[src/port3_pkg.sv]
// Constants shared by the eight-pin I/O port with pull-up control.
package port3_pkg;

  localparam int unsigned PORT_W   = 8;
  localparam int unsigned WB_AW    = 8;
  localparam int unsigned WB_DW    = 32;

  // Register byte offsets.
  localparam logic [7:0] OFF_PIN_DIRECTION   = 8'h00;
  localparam logic [7:0] OFF_PIN_OUTPUT_DATA = 8'h04;
  localparam logic [7:0] OFF_PULLUP_CONTROL  = 8'h08;
  localparam logic [7:0] OFF_HOST_IF_CTRL_A  = 8'h0c;
  localparam logic [7:0] OFF_HOST_IF_CTRL_B  = 8'h10;

  // Field positions of the host channel enables.
  localparam int unsigned HOST_CH1_BIT = 0;
  localparam int unsigned HOST_CH2_BIT = 1;
  localparam int unsigned HOST_CH3_BIT = 2;
  localparam int unsigned HOST_CH4_BIT = 0;

  // Reset values.
  localparam logic [7:0] RST_PIN_DIRECTION   = 8'h00;
  localparam logic [7:0] RST_PIN_OUTPUT_DATA = 8'h00;
  localparam logic [7:0] RST_PULLUP_CONTROL  = 8'h00;
  localparam logic [2:0] RST_HOST_CTRL_A     = 3'h0;
  localparam logic       RST_HOST_CTRL_B     = 1'h0;

endpackage : port3_pkg

[src/pin_sample_if.sv]
// Carries raw pin levels to the synchroniser and the settled levels back.
`timescale 1ns/1ps
interface pin_sample_if;
  logic [7:0] raw;
  logic [7:0] sync;
  modport sampler (input raw, output sync);
  modport user    (output raw, input sync);
endinterface : pin_sample_if

[src/pin_sync.sv]
// Two-stage synchroniser for the eight external pin levels.
`timescale 1ns/1ps
module pin_sync (
  // Clock and reset
  input  wire logic   clk_i,
  input  wire logic   arst_n_i,
  // Pin levels
  pin_sample_if.sampler pins
);
  import port3_pkg::*;

  logic [PORT_W-1:0] meta_r;
  logic [PORT_W-1:0] meta_nxt;
  logic [PORT_W-1:0] sync_r;
  logic [PORT_W-1:0] sync_nxt;

  always_comb begin
    meta_nxt = pins.raw;
    sync_nxt = meta_r;
  end

  // The first stage feeds only the second stage.
  always_ff @(posedge clk_i or negedge arst_n_i) begin
    if (!arst_n_i) begin
      meta_r <= '0;
      sync_r <= '0;
    end else begin
      meta_r <= meta_nxt;
      sync_r <= sync_nxt;
    end
  end

  assign pins.sync = sync_r;

endmodule : pin_sync

[src/port3_io.sv]
// Eight-pin general-purpose I/O port with pull-ups and host-interface takeover.
//
// Register access over Wishbone and the register addresses were chosen for this implementation.
`timescale 1ns/1ps
module port3_io (
  // Clock and reset
  input  wire logic                         REF_CLK_I,
  input  wire logic                         ARST_N_I,
  // Wishbone slave
  input  wire logic                         WB_CYC_I,
  input  wire logic                         WB_STB_I,
  input  wire logic                         WB_WE_I,
  input  wire logic [port3_pkg::WB_AW-1:0]  WB_ADR_I,
  input  wire logic [3:0]                   WB_SEL_I,
  input  wire logic [port3_pkg::WB_DW-1:0]  WB_DAT_I,
  output logic      [port3_pkg::WB_DW-1:0]  WB_DAT_O,
  output logic                              WB_ACK_O,
  // System mode
  input  wire logic                         SW_STANDBY_I,
  // Package pins
  input  wire logic [port3_pkg::PORT_W-1:0] PIN_I,
  output logic      [port3_pkg::PORT_W-1:0] PIN_O,
  output logic      [port3_pkg::PORT_W-1:0] PIN_OE_O,
  output logic      [port3_pkg::PORT_W-1:0] PULLUP_EN_O,
  // On-chip host interface side
  input  wire logic [port3_pkg::PORT_W-1:0] HOST_PIN_OUT_I,
  input  wire logic [port3_pkg::PORT_W-1:0] HOST_PIN_OE_I,
  output logic      [port3_pkg::PORT_W-1:0] HOST_PIN_IN_O,
  output logic                              HOST_IF_ACTIVE_O
);
  import port3_pkg::*;

  ////////////////////////////////////////////////////////////////////////////
  // Pin synchroniser.

  pin_sample_if pins ();

  assign pins.raw = PIN_I;

  pin_sync u_pin_sync (
    .clk_i    (REF_CLK_I),
    .arst_n_i (ARST_N_I),
    .pins     (pins)
  );

  ////////////////////////////////////////////////////////////////////////////
  // Helpers.

  // Per bit: stored value where the direction is output, pin level where input.
  function automatic logic [PORT_W-1:0] port_read(input logic [PORT_W-1:0] dir,
                                                  input logic [PORT_W-1:0] dat,
                                                  input logic [PORT_W-1:0] lvl);
    port_read = (dir & dat) | (~dir & lvl);
  endfunction : port_read

  // Merges byte lane 0 of a write into an 8-bit register.
  function automatic logic [PORT_W-1:0] lane0(input logic [PORT_W-1:0] old,
                                              input logic [3:0]        sel,
                                              input logic [WB_DW-1:0]  dat);
    lane0 = sel[0] ? dat[PORT_W-1:0] : old;
  endfunction : lane0

  ////////////////////////////////////////////////////////////////////////////
  // Register file and bus slave.

  logic [PORT_W-1:0] pin_direction_r;
  logic [PORT_W-1:0] pin_direction_nxt;
  logic [PORT_W-1:0] pin_output_data_r;
  logic [PORT_W-1:0] pin_output_data_nxt;
  logic [PORT_W-1:0] pullup_control_r;
  logic [PORT_W-1:0] pullup_control_nxt;
  logic [2:0]        host_if_control_a_r;
  logic [2:0]        host_if_control_a_nxt;
  logic              host_if_control_b_r;
  logic              host_if_control_b_nxt;
  logic              ack_r;
  logic              ack_nxt;
  logic [WB_DW-1:0]  rdata_r;
  logic [WB_DW-1:0]  rdata_nxt;
  logic              access;
  logic              wr;

  // Every access is answered one cycle after it is seen, unmapped ones included.
  always_comb begin
    access                = WB_CYC_I && WB_STB_I && !ack_r;
    wr                    = access && WB_WE_I;
    ack_nxt               = access;
    rdata_nxt             = rdata_r;
    pin_direction_nxt     = pin_direction_r;
    pin_output_data_nxt   = pin_output_data_r;
    pullup_control_nxt    = pullup_control_r;
    host_if_control_a_nxt = host_if_control_a_r;
    host_if_control_b_nxt = host_if_control_b_r;
    if (wr) begin
      case (WB_ADR_I)
        OFF_PIN_DIRECTION: begin
          pin_direction_nxt = lane0(pin_direction_r, WB_SEL_I, WB_DAT_I);
        end
        OFF_PIN_OUTPUT_DATA: begin
          pin_output_data_nxt = lane0(pin_output_data_r, WB_SEL_I, WB_DAT_I);
        end
        OFF_PULLUP_CONTROL: begin
          pullup_control_nxt = lane0(pullup_control_r, WB_SEL_I, WB_DAT_I);
        end
        OFF_HOST_IF_CTRL_A: begin
          if (WB_SEL_I[0]) begin
            host_if_control_a_nxt = WB_DAT_I[HOST_CH3_BIT:HOST_CH1_BIT];
          end
        end
        OFF_HOST_IF_CTRL_B: begin
          if (WB_SEL_I[0]) begin
            host_if_control_b_nxt = WB_DAT_I[HOST_CH4_BIT];
          end
        end
        default: begin
        end
      endcase
    end
    if (access && !WB_WE_I) begin
      rdata_nxt = '0;
      // The direction register is write-only and reads as zero.
      case (WB_ADR_I)
        OFF_PIN_OUTPUT_DATA: begin
          rdata_nxt[PORT_W-1:0] = port_read(pin_direction_r, pin_output_data_r,
                                            pins.sync);
        end
        OFF_PULLUP_CONTROL: begin
          rdata_nxt[PORT_W-1:0] = pullup_control_r;
        end
        OFF_HOST_IF_CTRL_A: begin
          rdata_nxt[HOST_CH3_BIT:HOST_CH1_BIT] = host_if_control_a_r;
        end
        OFF_HOST_IF_CTRL_B: begin
          rdata_nxt[HOST_CH4_BIT] = host_if_control_b_r;
        end
        default: begin
          rdata_nxt = '0;
        end
      endcase
    end
  end

  always_ff @(posedge REF_CLK_I or negedge ARST_N_I) begin
    if (!ARST_N_I) begin
      pin_direction_r     <= RST_PIN_DIRECTION;
      pin_output_data_r   <= RST_PIN_OUTPUT_DATA;
      pullup_control_r    <= RST_PULLUP_CONTROL;
      host_if_control_a_r <= RST_HOST_CTRL_A;
      host_if_control_b_r <= RST_HOST_CTRL_B;
      ack_r               <= 1'b0;
      rdata_r             <= '0;
    end else begin
      pin_direction_r     <= pin_direction_nxt;
      pin_output_data_r   <= pin_output_data_nxt;
      pullup_control_r    <= pullup_control_nxt;
      host_if_control_a_r <= host_if_control_a_nxt;
      host_if_control_b_r <= host_if_control_b_nxt;
      ack_r               <= ack_nxt;
      rdata_r             <= rdata_nxt;
    end
  end

  ////////////////////////////////////////////////////////////////////////////
  // Pin drive and pull-up control.

  logic [PORT_W-1:0] pin_out_r;
  logic [PORT_W-1:0] pin_out_nxt;
  logic [PORT_W-1:0] pin_oe_r;
  logic [PORT_W-1:0] pin_oe_nxt;
  logic [PORT_W-1:0] pullup_r;
  logic [PORT_W-1:0] pullup_nxt;
  logic              host_active_r;
  logic              host_active_nxt;

  // Drive and pull-up decisions are registered so the pads see clean levels;
  // the cost is one cycle from a register write to the pin.
  always_comb begin
    host_active_nxt = |host_if_control_a_r | host_if_control_b_r;
    if (host_active_nxt) begin
      pin_out_nxt = HOST_PIN_OUT_I;
      pin_oe_nxt  = HOST_PIN_OE_I;
    end else begin
      pin_out_nxt = pin_output_data_r;
      pin_oe_nxt  = pin_direction_r;
    end
    // A pull-up needs an undriven pin, direction 0 and control 1; a pin that the
    // host interface drives is excluded by the output-enable term.
    pullup_nxt = ~pin_oe_nxt & ~pin_direction_r & pullup_control_r;
    if (SW_STANDBY_I) begin
      pullup_nxt = '0;
    end
  end

  always_ff @(posedge REF_CLK_I or negedge ARST_N_I) begin
    if (!ARST_N_I) begin
      pin_out_r     <= '0;
      pin_oe_r      <= '0;
      pullup_r      <= '0;
      host_active_r <= 1'b0;
    end else begin
      pin_out_r     <= pin_out_nxt;
      pin_oe_r      <= pin_oe_nxt;
      pullup_r      <= pullup_nxt;
      host_active_r <= host_active_nxt;
    end
  end

  ////////////////////////////////////////////////////////////////////////////
  // Outputs.

  assign WB_DAT_O         = rdata_r;
  assign WB_ACK_O         = ack_r;
  assign PIN_O            = pin_out_r;
  assign PIN_OE_O         = pin_oe_r;
  assign PULLUP_EN_O      = pullup_r;
  assign HOST_PIN_IN_O    = pins.sync;
  assign HOST_IF_ACTIVE_O = host_active_r;

endmodule : port3_io

[config.mk]
export PLATFORM = sky130hd
export DESIGN_NAME = port3_io
export DESIGN_NICKNAME = d
export VERILOG_FILES = /design/src/port3_pkg.sv /design/src/pin_sample_if.sv /design/src/pin_sync.sv /design/src/port3_io.sv
export SDC_FILE = /design/constraint.sdc
export NUM_CORES = 1
export LEC_CHECK = 0
export ABC_AREA = 1
export BUFFER_PORTS_ARGS = -buffer_cell sky130_fd_sc_hd__buf_2
export CAP_MARGIN = 20
export CORE_MARGIN = 3
export CORE_UTILIZATION = 52
export CTS_BUF_LIST = sky130_fd_sc_hd__clkbuf_16
export CTS_CLUSTER_DIAMETER = 200
export DETAILED_ROUTE_END_ITERATION = 6
export GPL_TIMING_DRIVEN = 0
export PLACE_DENSITY = 0.88
export SYNTH_ARGS = -nofsm -noshare
export SYNTH_HDL_FRONTEND = slang
export SYNTH_SLANG_ARGS = --single-unit
[constraint.sdc]
create_clock -name REF_CLK_I -period 2.9 [get_ports REF_CLK_I]
set_input_delay 0.58 -clock REF_CLK_I [delete_from_list [all_inputs] [get_ports REF_CLK_I]]
set_output_delay 0.58 -clock REF_CLK_I [all_outputs]
set_load 0.02 [all_outputs]
==> flow_summary.json, run 1 <==
{
  "grt_pass1_vias": 2515,
  "ios": 140,
  "pwr-share-clk_pct": 42.8,
  "setup_viol": 0,
  "cp-start-kind": "flip-flop",
  "cts.sinks": 78,
  "synthToLayoutAreaGrowth_pct": 26.16,
  "crit_chain": "nor3_4 -> nand2_4 -> buf_6 -> nand2_2 -> nand3_1 -> nor2_1",
  "critical_path.top_delay_family": "simple AND/OR/NAND/NOR gates",
  "hold_buffers": 0,
  "via_per_inst": 4.839,
  "die_w_um": 88.05,
  "critPathKind": "reg2reg",
  "comb_power_share_pct": 9.0,
  "p_leak_nw": 2.468,
  "drive_above_1_share_pct": 37.30,
  "finalNetCount": 557,
  "clock_path_buffers": 2,
  "vias": 2734,
  "critical_path_buf_inv_count": 1,
  "yosysSeqAreaShare_pct": 55.75,
  "setup.worst_path.start": "host_if_control_a_r[1]$_DFFE_PN0P_",
  "netlist_area_mm2": 0.003501,
  "drt_iter0_markers": 196,
  "p_per_area_mw_per_mm2": 526.6,
  "ant_nets": 0,
  "timing.rr.start": "host_if_control_a_r[1]$_DFFE_PN0P_",
  "antenna_cells": 0,
  "finalWirelength_um": 7681,
  "peakVddDrop_uv": 319.4,
  "firstDrtPassIters": 5,
  "syn_inst": 361,
  "fp.dieArea_mm2": 0.007753,
  "rows": 29,
  "overflow": 0,
  "synthArstFlopShare_pct": 100.0,
  "maxCapViolCount": 0,
  "grt_max_degree": 78,
  "crit_path_end_kind": "flip-flop",
  "ys_warn_count": 0,
  "rrSetupSlack_ps": 1350,
  "hold_class": "in2async",
  "cts_root_buffer": "clkbuf_16",
  "cts_resized": 0,
  "remaining_drc_errors": 0,
  "p_int_mw": 1.758,
  "cts.clk_slew.worst_paths_ps": 60,
  "fin_cells": 565,
  "cp_slowest_cell": "nor3_4",
  "slew_violations": 0,
  "postCtsSetupBuffers": 0,
  "grt_usage_pct": 20.77,
  "htreeDepth": 3,
  "core_mm2": 0.006422,
  "cts_tree": "done",
  "critPathMaxFanout": 10,
  "rsz0062_at_grt": "false",
  "setup_tns_ps": 0,
  "dp_cells": 549,
  "switchingPower_uw": 568.0,
  "port_buffers": 87,
  "cp_data_required_time_ps": 3160,
  "ys_seq_elements": 78,
  "post-dp-hpwl_um": 5595,
  "gp_congestion": 0.8494,
  "finalCritPeriodShare_pct": 53.54,
  "synth_edf_count": 0,
  "drt-wirelength-per-cell_um": 13.59,
  "fmax_mhz": 644.0,
  "initial_utilization_pct": 54.51,
  "status": "finished, final reports clean",
  "p_sw_share_pct": 24.42,
  "fin_worst_skew_ps": 6.170,
  "clock_latency_ps": 330,
  "fp.dieH_um": 88.05,
  "max_stage_delay_ps": 470,
  "min_period_ps": 1553,
  "synth.distinct_cells": 26,
  "synthFlopType": "dfrtp_1",
  "antenna_found_initial": 0,
  "avgSynthCellArea_um2": 9.698,
  "hold_viol": 0,
  "seqPwrFrac_pct": 48.3,
  "grt_first_pass_wirelength_um": 11990,
  "cp.arrival_ps": 1810,
  "numCtsBuffers": 9
}
[worst register-to-register path: stages, from the launching register on]
cell,delay (ps)
dfrtp_1,430
nor3_4,470
nand2_4,160
buf_6,180
nand2_2,60
nand3_1,90
nor2_1,100
[per-layer routing]
metal  global-route usage, %  vias up  part of all wire, %
met2                   34.66      121                   51
met5                       0        -                    0
li1                        -     1330                    -
met3                   3.387       11                  6.5
met1                   26.38     1272                   41
met4                   10.16        0                  1.9
[path summary, 6_finish.rpt]
| check | endpoint | cells past startpoint |
|---|---|---|
| max | PULLUP_EN_O[6]$_DFF_PN0_ | 6 |
| min | PULLUP_EN_O[6]$_DFF_PN0_ | 1 |
| max reg2reg | PULLUP_EN_O[6]$_DFF_PN0_ | 6 |
| min reg2reg | u_pin_sync.pins.sync[2]$_DFF_PN0_ | 0 |
| max in group asynchronous | host_if_control_b_r$_DFFE_PN0P_ | 2 |
| min in group REF_CLK_I | u_pin_sync.pins.sync[2]$_DFF_PN0_ | 0 |
[registers in the layout, summed over array words and instances, names as in the netlist]
name                  count
PIN_OE_O                  8
PIN_O                     8
PULLUP_EN_O               8
WB_DAT_O                  8
pin_direction_r           8
pin_output_data_r         8
pullup_control_r          8
u_pin_sync.meta_r         8
u_pin_sync.pins.sync      8
host_if_control_a_r       3
HOST_IF_ACTIVE_O          1
WB_ACK_O                  1
host_if_control_b_r       1
[final cells by class]
type	count	area [um^2]
plain buffers	33	292.8
clock buffers	9	225.2
clock inverters	7	42.54
fillers	481	2006
inverters	28	105.1
multi-input cells	245	1237
flip-flops and latches	78	1952
well taps	77	96.34
repair buffers	88	465.4
[power by group through the flow]
stage                     Clock (mW)  Sequential [mW]  Combinational (mW)
after global placement             0             1.14               0.199
after global routing            1.07             1.12               0.228
final                          0.995             1.12               0.208
after detailed placement           0             1.14               0.208
after CTS                       1.01             1.12               0.209
after floorplan                    0             1.16               0.102
[cells in the final DEF (no fill, tap or decap), drive strengths merged]
cell,netlist,final
nand2,127,127
buf,33,121
dfrtp,78,78
o21ai,36,36
nand3,30,30
inv,27,28
conb,1,24
nor2,23,23
clkbuf,0,9
clkinv,1,6
and2,2,2
nor3,2,2
nand4,1,1
clkinvlp,0,1
[logic make-up after synthesis]
kind of cell / Yosys count / synth area share, %
and+or+nand+nor: 185 / 25.05
DFF: 78 / 55.75
buffers and inverters: 61 / 11.36
AOI/OAI and AO/OA: 36 / 7.720
other: 1 / 0.1071
[cell usage after synthesis (3+ instances only)]
master,number,share of area (%)
nand2_2,10,1.8
nand3_1,30,4.3
nor2_2,3,0.54
inv_1,26,2.8
nor2_1,17,1.8
o21ai_0,12,1.7
buf_6,3,0.96
o21ai_2,24,6.0
nand2_1,114,12
buf_4,24,5.1
dfrtp_1,78,56
[per-stage QoR]
step	hold slack (ps)	worst slack, ps	utilization (%)	power [mW]	cell area (um^2)
2_1_floorplan	284.4	1374	-	1.262	3587
3_3_place_gp	332.3	820.1	64.13	1.340	4119
3_5_place_dp	334.7	1152	64.60	1.351	4149
4_1_cts	22.82	1354	68.77	2.343	4417
5_1_grt	24.03	1268	68.77	2.420	4417
6_report	32.86	1347	68.77	2.326	4417
No activity file was read; power rests on OpenSTA's default activity.
==> run 2, diff against run 1 <==
Settings changed: CORE_UTILIZATION 52 to 48, PLACE_DENSITY 0.88 to 0.82.
Clock period 2.9 ns to 1.6 ns, I/O delays scaled along.
==> run 2 against run 1 <==
  * Sequential power up 81%
  * Global-route usage down 1.5 points
  * Clock power grew 96%
  * Sequential cell count is the same
  * Via count fell by 2.5%
  * Count of clock-buffer cells in the layout did not move
  * Core utilization down 4.4 points
  * Highest routed layer unchanged
==> flow_summary.json, run 2 (synthesis gave the netlist of run 1 again) <==
{
  "core_mm2": 0.006944,
  "firstDrtPassIters": 4,
  "min_to": "u_pin_sync.meta_r[7]$_DFF_PN0_",
  "remaining_drc_errors": 0,
  "gp_congestion": 0.8740,
  "hold_viol": 0,
  "setup_viol": 0,
  "numCtsBuffers": 9,
  "slew_violations": 0,
  "num-fill-cells": 554,
  "antenna_cells": 0,
  "vias": 2665,
  "peakVddDrop_uv": 592.3,
  "port_buffers": 87,
  "cts_root_buffer": "clkbuf_16",
  "hold_path_depth": 1,
  "critical_path_buf_inv_count": 1,
  "crit_chain": "nor3_4 -> nand2_4 -> buf_6 -> nand2_2 -> nand3_1 -> nor2_1",
  "setup_tns_ps": 0,
  "timing.rr.start": "host_if_control_a_r[1]$_DFFE_PN0P_",
  "finalCritPeriodShare_pct": 93.24,
  "critPathKind": "reg2reg",
  "overflow": 0,
  "fin_cells": 585,
  "p_leak_nw": 2.472,
  "cp-start-kind": "flip-flop",
  "p_per_area_mw_per_mm2": 975.0,
  "fin_area_mm2": 0.004473,
  "grt_usage_pct": 19.26,
  "finalWirelength_um": 7479,
  "cts.clk_slew.worst_paths_ps": 60,
  "grt_first_pass_wirelength_um": 12570,
  "cts_tree": "done",
  "post-dp-hpwl_um": 5685,
  "rrSetupSlack_ps": 110,
  "fp.dieArea_mm2": 0.008354,
  "clock_path_buffers": 2,
  "via_per_inst": 4.556,
  "synthToLayoutAreaGrowth_pct": 27.77,
  "dp_cells": 568,
  "place_ws_ps": 96.69,
  "drt_iter0_markers": 176,
  "finalNetCount": 558,
  "cp_slowest_cell": "nor3_4",
  "place_area_mm2": 0.004173,
  "critPathMaxFanout": 10,
  "reg2reg_depth": 6,
  "htreeDepth": 3,
  "cp.arrival_ps": 1750,
  "fp.dieH_um": 91.40,
  "cts.sinks": 78,
  "grt_max_degree": 51,
  "setup.worst_path.start": "host_if_control_a_r[1]$_DFFE_PN0P_",
  "grt_pass1_vias": 2690,
  "min-delay-start": "PIN_I[7]",
  "rows": 30,
  "final_common_cell": "nand2_1",
  "drt-wirelength-per-cell_um": 12.78,
  "rsz0062_at_grt": "false",
  "fmax_mhz": 670.3,
  "crit_path_end_kind": "flip-flop",
  "drive_above_1_share_pct": 37.01,
  "maxCapViolCount": 0,
  "antenna_found_initial": 0,
  "die_w_um": 91.40,
  "utilization_pct": 64.41,
  "critical_path.top_delay_family": "simple AND/OR/NAND/NOR gates",
  "initial_utilization_pct": 50.41,
  "final_cell_mix": "114 x nand2_1, 87 x buf_2, 78 x dfrtp_1",
  "ios": 140,
  "cp_data_required_time_ps": 1860,
  "fin_worst_skew_ps": 5.502,
  "postCtsSetupBuffers": 0,
  "status": "finished, final reports clean",
  "ant_nets": 0,
  "hold_class": "in2reg",
  "min_period_ps": 1492,
  "fin_ws_ps": 108.2,
  "max_stage_delay_ps": 440,
  "r2r_end": "PULLUP_EN_O[6]$_DFF_PN0_",
  "clock_latency_ps": 330
}
[run 2: worst max path at each step]
stage / end / slack (ps) / cells past startpoint
2_1_floorplan: pin_direction_r[4]$_DFFE_PN0P_ / 220 / 7
3_5_place_dp: pin_direction_r[4]$_DFFE_PN0P_ / 100 / 9
3_3_place_gp: u_pin_sync.meta_r[2]$_DFF_PN0_ / -230 / 1
6_report: PULLUP_EN_O[6]$_DFF_PN0_ / 110 / 6
4_1_cts: PULLUP_EN_O[6]$_DFF_PN0_ / 110 / 6
5_1_grt: PULLUP_EN_O[6]$_DFF_PN0_ / 4 / 6
[run 2: stage by stage]
step           hold WS, ps  power [mW]
2_1_floorplan        24.41       2.288
3_3_place_gp         331.6       2.431
3_5_place_dp         268.3       2.447
4_1_cts              82.24       4.396
5_1_grt              85.21       4.518
6_report             94.92       4.361
[run 2: final cells by class]
cell class              instances  area, um^2  share of cell area [%]
clock buffers                   9       225.2                   5.035
repair buffers                 89       475.5                   10.63
well taps                      96       120.1                   2.685
clock inverters                 7       65.06                   1.455
multi-input cells             245        1237                   27.66
inverters                      28       105.1                   2.350
plain buffers                  33       292.8                   6.545
flip-flops and latches         78        1952                   43.64
[run 2: what timing repair did]
action	in CTS	in global routing
hold endpoints to repair	28	0
hold buffers	1	0
resized for setup	0	0
[run 2: layer usage]
| layer | vias up | GRT usage (%) | part of all wire (%) |
|---|---|---|---|
| met2 | 80 | 31.89 | 50 |
| li1 | 1338 | - | - |
| met5 | - | 0 | 0 |
| met3 | 11 | 3.977 | 6.2 |
| met4 | 0 | 9.296 | 2.0 |
| met1 | 1236 | 23.94 | 42 |
[run 2: worst register-to-register path: stages, from the launching register on]
cell	delay, ps
dfrtp_1	420
nor3_4	440
nand2_4	150
buf_6	180
nand2_2	60
nand3_1	70
nor2_1	100
[run 2: where the power goes]
part / internal [mW] / switching (mW)
Sequential: 2.02 / 0.0199
Combinational: 0.136 / 0.241
Clock: 1.19 / 0.757
==> run 3, diff against run 2 <==
Settings changed: CAP_MARGIN 20 to 25, CORE_UTILIZATION 48 to 40, PLACE_DENSITY 0.82 to 0.71.
==> run 3 against run 2 <==
  * Total power about the same
  * Sequential power barely moved
  * Sequential share of layout area down 0.061 points
  * Critical endpoint is now pin_direction_r[4]$_DFFE_PN0P_
  * First-iteration DRC count fell by 32%
  * Wire length increased by 3.4%
  * Clock skew decreased by 0.88 ps
  * Critical path type unchanged
  * Register-to-register slack improved by 60 ps
==> flow_summary.json, run 3 (synthesis gave the netlist of run 1 again) <==
{
  "antenna_found_initial": 0,
  "overflow": 0,
  "p_leak_nw": 2.481,
  "report.power.total_mw": 4.361,
  "fp.dieH_um": 99.55,
  "ios": 140,
  "die_w_um": 99.55,
  "dp_cells": 577,
  "critical_path.top_delay_family": "simple AND/OR/NAND/NOR gates",
  "met1_length_um": 3412,
  "grt_pass1_vias": 2722,
  "synthToLayoutAreaGrowth_pct": 27.95,
  "maxCapViolCount": 0,
  "cp.arrival_ps": 1660,
  "fmax_mhz": 698.4,
  "finalCritPeriodShare_pct": 89.49,
  "fin_cells": 594,
  "hold_class": "in2reg",
  "drive_above_1_share_pct": 37.01,
  "num-fill-cells": 778,
  "numCtsBuffers": 9,
  "setup.worst_path.start": "WB_ACK_O$_DFF_PN0_",
  "post-dp-hpwl_um": 5864,
  "hold_viol": 0,
  "p_per_area_mw_per_mm2": 973.5,
  "min-delay-start": "PIN_I[4]",
  "peakVddDrop_uv": 490.3,
  "cp-start-kind": "flip-flop",
  "status": "finished, final reports clean",
  "vias": 2647,
  "max_stage_delay_ps": 400,
  "rsz0062_at_grt": "false",
  "slew_violations": 0,
  "fp.dieArea_mm2": 0.009910,
  "firstDrtPassIters": 4,
  "critical_path_buf_inv_count": 2,
  "cts.sinks": 78,
  "min_period_ps": 1432,
  "crit_cells": 7,
  "antenna_cells": 0,
  "remaining_drc_errors": 0,
  "route.top_layer_used": "met4",
  "port_buffers": 87,
  "rows": 33,
  "route.met3.wl_um": 555,
  "cts.clk_slew.worst_paths_ps": 60,
  "clock_latency_ps": 330,
  "setup_viol": 0,
  "r2r_end": "pin_direction_r[4]$_DFFE_PN0P_",
  "cp_data_required_time_ps": 1820,
  "rrSetupSlack_ps": 170,
  "cp-endpoint": "pin_direction_r[4]$_DFFE_PN0P_",
  "utilization_pct": 53.71,
  "finalWirelength_um": 7732,
  "gp_congestion": 0.8625,
  "initial_utilization_pct": 41.97,
  "finalNetCount": 559,
  "grt_usage_pct": 16.75,
  "grt_first_pass_wirelength_um": 12970,
  "reg2reg_depth": 7,
  "cts_tree": "done",
  "critPathKind": "reg2reg",
  "final_common_cell": "nand2_1",
  "crit_chain": "nor2_4 -> inv_2 -> nor2_8 -> nand4_4 -> buf_6 -> nand2_2 -> o21ai_2",
  "crit_path_end_kind": "flip-flop",
  "grt_max_degree": 46,
  "dr_wl_met2_um": 3649,
  "drt_iter0_markers": 119,
  "multiInputGateArea_mm2": 0.001242,
  "drt-wirelength-per-cell_um": 13.02,
  "via_per_inst": 4.456,
  "fin_worst_skew_ps": 4.624,
  "critPathMaxFanout": 10,
  "cp_slowest_cell": "dfrtp_1",
  "ant_nets": 0,
  "cts_root_buffer": "clkbuf_16",
  "seq_area_mm2": 0.001952,
  "final_cell_mix": "114 x nand2_1, 87 x buf_2, 78 x dfrtp_1",
  "clock_path_buffers": 2,
  "timing.rr.start": "WB_ACK_O$_DFF_PN0_",
  "htreeDepth": 3,
  "core_mm2": 0.008341
}
[run 3: where the power goes]
group / total, mW / internal (mW) / switching, mW
combinational: 0.377 / 0.135 / 0.242
sequential: 2.03 / 2.01 / 0.0199
clock: 1.95 / 1.18 / 0.767
[run 3: area by class of cell]
cell class	instances	area share (%)
Sequential cell	78	43.58
Multi-Input combinational cell	245	27.74
Timing Repair Buffer	90	10.61
Buffer	33	6.536
Clock buffer	9	5.028
Tap cell	105	2.933
Inverter	28	2.346
Clock inverter	6	1.229
[run 3: through the flow]
step | area (um^2) | hold WS (ps) | setup slack (ps) | TNS [ps]
5_1_grt | 4479 | 74.00 | 71.38 | 0
4_1_cts | 4467 | 80.90 | 62.63 | 0
6_report | 4479 | 88.33 | 168.1 | 0
2_1_floorplan | 3587 | 24.41 | 216.8 | 0
3_5_place_dp | 4177 | 296.9 | 90.71 | 0
3_3_place_gp | 4154 | 331.8 | -255.5 | -19560
[run 3: per-layer routing]
metal  global-route usage, %  up-vias
met1                   22.46     1216
met3                   4.839        8
met2                   26.29       93
met5                       0        -
li1                        -     1330
met4                   5.462        0
[run 3: worst min-delay path by stage]
stage	to	slack, ps	depth (start not counted)
2_1_floorplan	HOST_IF_ACTIVE_O$_DFF_PN0_	20	0
3_3_place_gp	u_pin_sync.pins.sync[3]$_DFF_PN0_	330	0
3_5_place_dp	PULLUP_EN_O[5]$_DFF_PN0_	300	1
4_1_cts	u_pin_sync.meta_r[4]$_DFF_PN0_	80	1
5_1_grt	u_pin_sync.meta_r[6]$_DFF_PN0_	70	1
6_report	u_pin_sync.meta_r[4]$_DFF_PN0_	90	1
[run 3: timing repair]
| item | in CTS | in global routing |
|---|---|---|
| hold endpoints to repair | 33 | 0 |
| hold buffers | 1 | 0 |
| endpoints found under the setup margin | 0 | 8 |
| buffers inserted | 0 | 1 |
| gates resized for setup | 0 | 1 |
